`config.mk`:
```
export PLATFORM = sky130hd
export DESIGN_NAME = ifs_top
export DESIGN_NICKNAME = d
export VERILOG_FILES = /design/src/ifs_pkg.sv /design/src/ifs_sense_channel.sv /design/src/ifs_top.sv
export SDC_FILE = /design/constraint.sdc
export NUM_CORES = 1
export LEC_CHECK = 0
export ABC_AREA = 0
export CAP_MARGIN = 15
export CELL_PAD_IN_SITES_DETAIL_PLACEMENT = 1
export CELL_PAD_IN_SITES_GLOBAL_PLACEMENT = 1
export CORE_MARGIN = 1
export CORE_UTILIZATION = 52
export CTS_CLUSTER_SIZE = 30
export DETAILED_ROUTE_END_ITERATION = 12
export DONT_BUFFER_PORTS = 1
export MAX_ROUTING_LAYER = met4
export PLACE_DENSITY = 0.89
export SETUP_SLACK_MARGIN = 0.4
export SLEW_MARGIN = 30
export SYNTH_ARGS = -nofsm -noshare
export SYNTH_HDL_FRONTEND = slang
export SYNTH_SLANG_ARGS = --single-unit
```
`constraint.sdc`:
```
create_clock -name i_mclk -period 5.8 [get_ports i_mclk]
set_clock_uncertainty 0.1 [all_clocks]
set_input_delay 0 -clock i_mclk [delete_from_list [all_inputs] [get_ports i_mclk]]
set_output_delay 0 -clock i_mclk [all_outputs]
set_load 0.01 [all_outputs]
```
`src/ifs_pkg.sv`:
```
package ifs_pkg;
  // Register subaddresses
  localparam logic [7:0] IFS_OFS_BANK = 8'h0E;
  localparam logic [7:0] IFS_OFS_SENSE_ONE = 8'h5D;
  localparam logic [7:0] IFS_OFS_SENSE_TWO = 8'h5E;
  localparam logic [7:0] IFS_OFS_STATUS = 8'h5F;
  // Field positions
  localparam int IFS_PD_BIT = 6;
  localparam int IFS_THR_LSB = 2;
  localparam int IFS_THR_W = 3;
  localparam int IFS_BANK_LSB = 5;
  // Values after reset
  localparam logic IFS_PD_RESET = 1'b1;
  localparam logic [2:0] IFS_THR_RESET = 3'h3;
  localparam logic [1:0] IFS_BANK_RESET = 2'h0;
  // Bank codes written to the bank register
  localparam logic [7:0] IFS_BANK_PRIMARY_WR = 8'h00;
  localparam logic [7:0] IFS_BANK_SECOND_WR = 8'h40;
  localparam logic [1:0] IFS_BANK_PRIMARY = 2'h0;
  // Two-wire slave address, low bit taken from the address select pin
  localparam logic [6:0] IFS_DEV_ADDR_BASE = 7'h20;
  localparam logic [3:0] IFS_BITS_PER_BYTE = 4'h8;
  localparam int IFS_NUM_SENSE = 2;

  typedef enum logic [2:0] {
    IFS_ST_IDLE = 3'b000,
    IFS_ST_ADDR = 3'b001,
    IFS_ST_ACK_ADDR = 3'b010,
    IFS_ST_SUB = 3'b011,
    IFS_ST_ACK_DATA = 3'b100,
    IFS_ST_WDATA = 3'b101,
    IFS_ST_RDATA = 3'b110,
    IFS_ST_RACK = 3'b111
  } ifs_state_t;
endpackage

```
`src/ifs_sense_channel.sv`:
```
`timescale 1ns/10ps
`default_nettype none
module ifs_sense_channel (
  // Clock and reset
  input wire logic i_mclk,
  input wire logic i_reset,
  // Comparator and control
  input wire logic i_comparator_above,
  input wire logic i_power_down,
  input wire logic i_clear,
  // Sticky fault
  output logic o_fault
);
  logic sync1_reg;
  logic sync2_reg;
  logic fault_reg;

  // Comparator is asynchronous to the clock
  always_ff @(posedge i_mclk) begin
    if (i_reset) begin
      sync1_reg <= 1'b0;
      sync2_reg <= 1'b0;
    end else begin
      sync1_reg <= i_comparator_above;
      sync2_reg <= sync1_reg;
    end
  end

  // Set wins over a clear in the same cycle
  always_ff @(posedge i_mclk) begin
    if (i_reset) begin
      fault_reg <= 1'b0;
    end else if (sync2_reg && !i_power_down) begin
      fault_reg <= 1'b1;
    end else if (i_clear) begin
      fault_reg <= 1'b0;
    end
  end

  assign o_fault = fault_reg;
endmodule
`default_nettype wire

```
`src/ifs_top.sv`:
```
// Function
// Sense one power-down bit, resets high
// Sense one threshold code, resets to 011
// Sense one above threshold raises fault
// Host powers up sense one first
// Sense two power-down bit, resets high
// Sense two threshold code, resets to 011
// Sense two above threshold raises fault
// Host powers up sense two first
// Bank register selects primary or second bank
// Answer slave address 0x40 or 0x42
// Fault drives low interrupt, status shows input
// Synchronize comparators, sticky status until cleared
// Powered-down input never reports a fault; only new sets are blocked, a fault latched before power-down stays set
`timescale 1ns/10ps
`default_nettype none
module ifs_top
  import ifs_pkg::*;
(
  // Clock and reset
  input wire logic i_mclk,
  input wire logic i_reset,
  // Two-wire bus pins
  input wire logic i_scl,
  input wire logic i_sda,
  output logic o_sda_out,
  output logic o_sda_oe,
  input wire logic i_addr_select,
  // Comparator results
  input wire logic i_sense_input_one_above,
  input wire logic i_sense_input_two_above,
  // Analog sense controls
  output logic o_sense_one_power_down,
  output logic [2:0] o_sense_one_threshold,
  output logic o_sense_two_power_down,
  output logic [2:0] o_sense_two_threshold,
  // Interrupt
  output logic o_interrupt_request_n
);
  logic [2:0] scl_sync_reg;
  logic [2:0] sda_sync_reg;
  logic [1:0] asel_sync_reg;
  logic scl;
  logic sda;
  logic scl_rise;
  logic scl_fall;
  logic bus_start;
  logic bus_stop;
  ifs_state_t state_reg;
  logic [3:0] bit_cnt_reg;
  logic [7:0] shift_reg;
  logic [7:0] tx_reg;
  logic [7:0] sub_reg;
  logic rw_reg;
  logic nack_reg;
  logic oe_reg;
  logic sda_out_reg;
  logic wr_fire;
  logic pd_one_reg;
  logic pd_two_reg;
  logic [2:0] thr_one_reg;
  logic [2:0] thr_two_reg;
  logic [1:0] bank_reg;
  logic [IFS_NUM_SENSE-1:0] above;
  logic [IFS_NUM_SENSE-1:0] pd_vec;
  logic [IFS_NUM_SENSE-1:0] clear_vec;
  logic [IFS_NUM_SENSE-1:0] fault;
  logic irq_n_reg;
  logic [6:0] dev_addr;
  logic [7:0] rd_cur;
  logic [7:0] rd_next;

  // Pins pass two flops; third stage only for edge detection
  always_ff @(posedge i_mclk) begin
    if (i_reset) begin
      scl_sync_reg <= 3'h7;
      sda_sync_reg <= 3'h7;
      asel_sync_reg <= 2'h0;
    end else begin
      scl_sync_reg <= {scl_sync_reg[1:0], i_scl};
      sda_sync_reg <= {sda_sync_reg[1:0], i_sda};
      asel_sync_reg <= {asel_sync_reg[0], i_addr_select};
    end
  end

  assign scl = scl_sync_reg[1];
  assign sda = sda_sync_reg[1];
  assign scl_rise = scl && !scl_sync_reg[2];
  assign scl_fall = !scl && scl_sync_reg[2];
  assign bus_start = scl && scl_sync_reg[2] && !sda && sda_sync_reg[2];
  assign bus_stop = scl && scl_sync_reg[2] && sda && !sda_sync_reg[2];
  assign dev_addr = {IFS_DEV_ADDR_BASE[6:1], asel_sync_reg[1]};

  function automatic logic [7:0] ctrl_byte(input logic pd, input logic [2:0] thr);
    logic [7:0] v;
    v = 8'h00;
    v[IFS_PD_BIT] = pd;
    v[IFS_THR_LSB +: IFS_THR_W] = thr;
    return v;
  endfunction

  // Unmapped subaddresses and other banks, except the bank register, read as zero
  function automatic logic [7:0] read_reg(input logic [7:0] addr);
    logic [7:0] v;
    v = 8'h00;
    if (addr == IFS_OFS_BANK) begin
      v[IFS_BANK_LSB +: 2] = bank_reg;
    end else if (bank_reg == IFS_BANK_PRIMARY) begin
      unique case (addr)
        IFS_OFS_SENSE_ONE: v = ctrl_byte(pd_one_reg, thr_one_reg);
        IFS_OFS_SENSE_TWO: v = ctrl_byte(pd_two_reg, thr_two_reg);
        IFS_OFS_STATUS: v[IFS_NUM_SENSE-1:0] = fault;
        default: v = 8'h00;
      endcase
    end
    return v;
  endfunction

  // Read bytes for this subaddress and the next, so the sequencer needs no function select
  always_comb begin
    rd_cur = read_reg(sub_reg);
    rd_next = read_reg(sub_reg + 8'h01);
  end

  assign wr_fire = (state_reg == IFS_ST_WDATA) && scl_fall && (bit_cnt_reg == IFS_BITS_PER_BYTE);

  // Two-wire slave sequencer
  always_ff @(posedge i_mclk) begin
    if (i_reset) begin
      state_reg <= IFS_ST_IDLE;
      bit_cnt_reg <= 4'h0;
      shift_reg <= 8'h00;
      tx_reg <= 8'h00;
      sub_reg <= 8'h00;
      rw_reg <= 1'b0;
      nack_reg <= 1'b0;
      oe_reg <= 1'b0;
    end else if (bus_start) begin
      state_reg <= IFS_ST_ADDR;
      bit_cnt_reg <= 4'h0;
      oe_reg <= 1'b0;
    end else if (bus_stop) begin
      state_reg <= IFS_ST_IDLE;
      oe_reg <= 1'b0;
    end else begin
      unique case (state_reg)
        IFS_ST_IDLE: begin
          oe_reg <= 1'b0;
        end
        IFS_ST_ADDR, IFS_ST_SUB, IFS_ST_WDATA: begin
          if (scl_rise) begin
            shift_reg <= {shift_reg[6:0], sda};
            bit_cnt_reg <= bit_cnt_reg + 4'h1;
          end else if (scl_fall && bit_cnt_reg == IFS_BITS_PER_BYTE) begin
            if (state_reg == IFS_ST_ADDR) begin
              if (shift_reg[7:1] == dev_addr) begin
                rw_reg <= shift_reg[0];
                oe_reg <= 1'b1;
                state_reg <= IFS_ST_ACK_ADDR;
              end else begin
                state_reg <= IFS_ST_IDLE;
              end
            end else begin
              if (state_reg == IFS_ST_SUB) begin
                sub_reg <= shift_reg;
              end else begin
                sub_reg <= sub_reg + 8'h01;
              end
              oe_reg <= 1'b1;
              state_reg <= IFS_ST_ACK_DATA;
            end
          end
        end
        IFS_ST_ACK_ADDR: begin
          if (scl_fall) begin
            bit_cnt_reg <= 4'h0;
            if (rw_reg) begin
              tx_reg <= rd_cur;
              oe_reg <= !rd_cur[7];
              state_reg <= IFS_ST_RDATA;
            end else begin
              oe_reg <= 1'b0;
              state_reg <= IFS_ST_SUB;
            end
          end
        end
        IFS_ST_ACK_DATA: begin
          if (scl_fall) begin
            bit_cnt_reg <= 4'h0;
            oe_reg <= 1'b0;
            state_reg <= IFS_ST_WDATA;
          end
        end
        IFS_ST_RDATA: begin
          if (scl_rise) begin
            bit_cnt_reg <= bit_cnt_reg + 4'h1;
          end else if (scl_fall) begin
            if (bit_cnt_reg == IFS_BITS_PER_BYTE) begin
              oe_reg <= 1'b0;
              state_reg <= IFS_ST_RACK;
            end else begin
              tx_reg <= {tx_reg[6:0], 1'b0};
              oe_reg <= !tx_reg[6];
            end
          end
        end
        IFS_ST_RACK: begin
          if (scl_rise) begin
            nack_reg <= sda;
          end else if (scl_fall) begin
            // Master NACK ends the read; address wraps at the top
            if (nack_reg) begin
              state_reg <= IFS_ST_IDLE;
            end else begin
              sub_reg <= sub_reg + 8'h01;
              tx_reg <= rd_next;
              oe_reg <= !rd_next[7];
              bit_cnt_reg <= 4'h0;
              state_reg <= IFS_ST_RDATA;
            end
          end
        end
      endcase
    end
  end

  // Open drain: only ever pulls low
  always_ff @(posedge i_mclk) begin
    if (i_reset) begin
      sda_out_reg <= 1'b0;
    end else begin
      sda_out_reg <= 1'b0;
    end
  end

  // Bank register exists in every bank
  always_ff @(posedge i_mclk) begin
    if (i_reset) begin
      bank_reg <= IFS_BANK_RESET;
    end else if (wr_fire && sub_reg == IFS_OFS_BANK) begin
      bank_reg <= shift_reg[IFS_BANK_LSB +: 2];
    end
  end

  // Sense control registers, primary bank only
  always_ff @(posedge i_mclk) begin
    if (i_reset) begin
      pd_one_reg <= IFS_PD_RESET;
      thr_one_reg <= IFS_THR_RESET;
      pd_two_reg <= IFS_PD_RESET;
      thr_two_reg <= IFS_THR_RESET;
    end else if (wr_fire && bank_reg == IFS_BANK_PRIMARY) begin
      if (sub_reg == IFS_OFS_SENSE_ONE) begin
        pd_one_reg <= shift_reg[IFS_PD_BIT];
        thr_one_reg <= shift_reg[IFS_THR_LSB +: IFS_THR_W];
      end
      if (sub_reg == IFS_OFS_SENSE_TWO) begin
        pd_two_reg <= shift_reg[IFS_PD_BIT];
        thr_two_reg <= shift_reg[IFS_THR_LSB +: IFS_THR_W];
      end
    end
  end

  assign above = {i_sense_input_two_above, i_sense_input_one_above};
  assign pd_vec = {pd_two_reg, pd_one_reg};

  // Threshold only matters while powered up, so gating by power-down suffices
  generate
    for (genvar i = 0; i < IFS_NUM_SENSE; i++) begin : g_sense
      assign clear_vec[i] = wr_fire && bank_reg == IFS_BANK_PRIMARY
                            && sub_reg == IFS_OFS_STATUS && shift_reg[i];
      ifs_sense_channel u_chan (
        .i_mclk(i_mclk),
        .i_reset(i_reset),
        .i_comparator_above(above[i]),
        .i_power_down(pd_vec[i]),
        .i_clear(clear_vec[i]),
        .o_fault(fault[i])
      );
    end
  endgenerate

  always_ff @(posedge i_mclk) begin
    if (i_reset) begin
      irq_n_reg <= 1'b1;
    end else begin
      irq_n_reg <= !(|fault);
    end
  end

  assign o_sda_out = sda_out_reg;
  assign o_sda_oe = oe_reg;
  assign o_sense_one_power_down = pd_one_reg;
  assign o_sense_one_threshold = thr_one_reg;
  assign o_sense_two_power_down = pd_two_reg;
  assign o_sense_two_threshold = thr_two_reg;
  assign o_interrupt_request_n = irq_n_reg;
endmodule
`default_nettype wire

```
==> out/metrics.yaml <==
status: "finished clean"
route.detailed.wl_per_inst_um: 19.7
pin_count: 18
crit_type: "flop to flop"
cp_data_arrival_time_ns: 3.03
htreeDepth: 3
fin_crit_sh_pct: 49.1
cts.sinks: 58
unrepaired_setup_endpoints_after_global_routing: "no"
switchingPower_uw: 186
net_count_after_synthesis: 390
die_height_um: 79.8
ys_async_sr_fraction_pct: 0
clk_latency_ns: 0.34
globalplace.congestion: 0.907
io_buffers: 0
num-nets-final: 385
sw_ratio_pct: 24.4
p_per_area_nw_per_um2: 227
rr_worst_depth: 6
drv.max_cap_violation_count: 0
internal-power_uw: 576
tritoncts: "built"
cts_made_buffers: 9
synthesis.area_per_instance_um2: 8.34
setup.worst_path.end: "shift_reg[0]"
report.final.slew_viol_count: 0
final_layout_size_suffix_gt1_share_pct: 8.51
rr_endpoint: "shift_reg[0]"
yosys_cell_types: 60
first_global_vias: 2822
leakagePower_uw: 0.00123
postRouteAntennaNets: 0
start_util_pct: 55.4
initialDrtViolationCount: 166
post_synth_edffs: 0
finalWirelength_um: 8830
synth.yosys.seq_area_share_pct: 36.9
fmaxAchievable_mhz: 351
worst_hold_path_type: "input pin to flop"
post_synthesis_cell_area_um2: 3150
cts_root_buffer: "clkbuf_8"
drcViolationCount: 0
syn-instance-count: 377
postSynth.topFlopCell: "dfxtp_1"
drtPass1Iterations: 7
grt_pass1_wl_um: 14400
pwr-share-clk_pct: 43.3
chipWidth_um: 79.8
regToRegStartpoint: "state_reg[0]"
num_rows: 27
grt_util_overall_pct: 30.8
hold_viol_final: 0
worst-endpoint-required_ns: 5.99
clkTransAtPathRegs_ns: 0.07
global_route.overflow_total: 0
ctsLongestPathBuffers: 2
final-setup-viol-count: 0
synth_warnings: 0
setup_total_negative_slack_ns: 0
avgViaCountPerCell: 6.45
post-route-min-period_ns: 2.85
dp.final_hpwl_um: 5750
worst_ir_drop_vdd_mv: 0.172
met3_wirelength_um: 292
ys_ff_latch: 58
syn_to_final_growth_pct: 6.80
most_used_cells_in_the_layout_excluding_fill_and_tap_cells: "dfxtp_1 (58), nor2_1 (47), a21oi_1 (27), nand2_1 (16), nand3_1 (15)"
seq_power_share_pct: 53.4
max_slew_margin_pct: 44.0
overall_via_count_from_detail_route: 2888
power_frac_comb_pct: 3.3
crit_path_start: "state_reg[0]"
antenna-diode-count: 0
dieArea_um2: 6360
route.top_layer_used: "met4"
cell_area_reported_after_detailed_placement_um2: 3100
route.layer.met1.wl_um: 4180
start_kind: "flop"
antenna_violations_before_repair: 0
tightestPinTransition_ns: 0.832
final_design_instance_area_without_fill_um2: 3360
worstPathMaxFanout: 21
most_common_cell_after_layout_fill_and_taps_aside: "dfxtp_1"
core-area_um2: 5680
crit_path_end_kind: "flop"
grt_max_degree: 60
wl_met2_um: 4190
reg2reg_slack_ns: 2.95
layer usage:
| layer | up-vias | track usage [%] |
|---|---|---|
| met3 | 19 | 4.91 |
| met2 | 73 | 47.6 |
| li1 | 1359 | - |
| met1 | 1437 | 40.8 |
| met5 | - | - |
| met4 | 0 | 10.5 |
critical path, cell delays in order (launching register included):
cell and delay (ns):
dfxtp_1 0.79, inv_2 0.19, or3_1 0.67, nor2_1 0.25
a21oi_1 0.07, nor2_1 0.14, dlygate4sd3_1 0.57
metrics by stage:
stage	hold slack, ns	power [uW]	cells	worst slack (ns)	util [%]
floorplan	0.00381	432	377	3.78	-
global placement	-0.0233	429	425	3.27	54.6
detailed placement	-0.0208	430	425	3.17	54.6
CTS	0.195	763	448	3.13	59.2
global route	0.211	786	448	2.82	59.2
finish	0.203	761	448	2.95	59.2
timing repair:
item | CTS | global route
endpoints found under the hold margin | 58 | 0
buffers inserted | 0 | 0
hold buffers | 8 | 0
endpoints found under the setup margin | 0 | 0
gates resized for setup | 0 | 0
worst min path at each step:
stage / start / to / depth (start not counted)
after floorplan: i_scl / scl_sync_reg[0] / 1
after global placement: i_reset / sub_reg[7] / 1
after detailed placement: i_reset / sub_reg[7] / 1
after CTS: i_sda / sda_sync_reg[0] / 2
after global routing: i_scl / scl_sync_reg[0] / 2
final: i_scl / scl_sync_reg[0] / 2
kinds of logic after synthesis:
group                    synth area share (%)
AO/OA/AOI/OAI                            22.5
XOR/XNOR                                 1.39
adder cells (fa/ha/maj)                  2.70
buffers and inverters                    5.73
flip-flops                               36.9
multiplexers                             4.45
other                                   0.119
AND/OR/NAND/NOR                          26.2
synth_stat cells, drive strengths merged, types with 7 or more instances:
cell | count | share of area (%)
buf | 11 | 2.7
nand2b | 8 | 1.6
a21oi | 27 | 4.3
nor3 | 11 | 1.8
and3 | 10 | 2.0
mux2i | 14 | 4.5
nand3 | 15 | 2.4
nand2 | 16 | 1.9
inv | 12 | 1.4
o211ai | 7 | 1.7
nor2b | 11 | 2.2
or2 | 7 | 1.4
a22oi | 10 | 2.8
nor2 | 47 | 5.6
dfxtp | 58 | 37
clkbuf | 13 | 1.6
o21ai | 15 | 2.4
power by group through the flow:
| stage | sequential (uW) | combinational [uW] | clock [uW] |
|---|---|---|---|
| global route | 407 | 27.7 | 351 |
| finish | 406 | 25.4 | 329 |
| detailed placement | 415 | 14.6 | 0 |
| floorplan | 413 | 19.3 | 0 |
| CTS | 406 | 25.0 | 332 |
| global placement | 415 | 14.0 | 0 |
layout make-up:
cell class | instances | area (um2)
Inverter | 12 | 45.0
Timing Repair Buffer | 8 | 90.1
Sequential cell | 58 | 1160
Fill cell | 679 | 2320
Clock inverter | 5 | 31.3
Tap cell | 72 | 90.1
Clock buffer | 10 | 138
Multi-Input combinational cell | 283 | 1800
No activity file was read; power rests on OpenSTA's default activity.
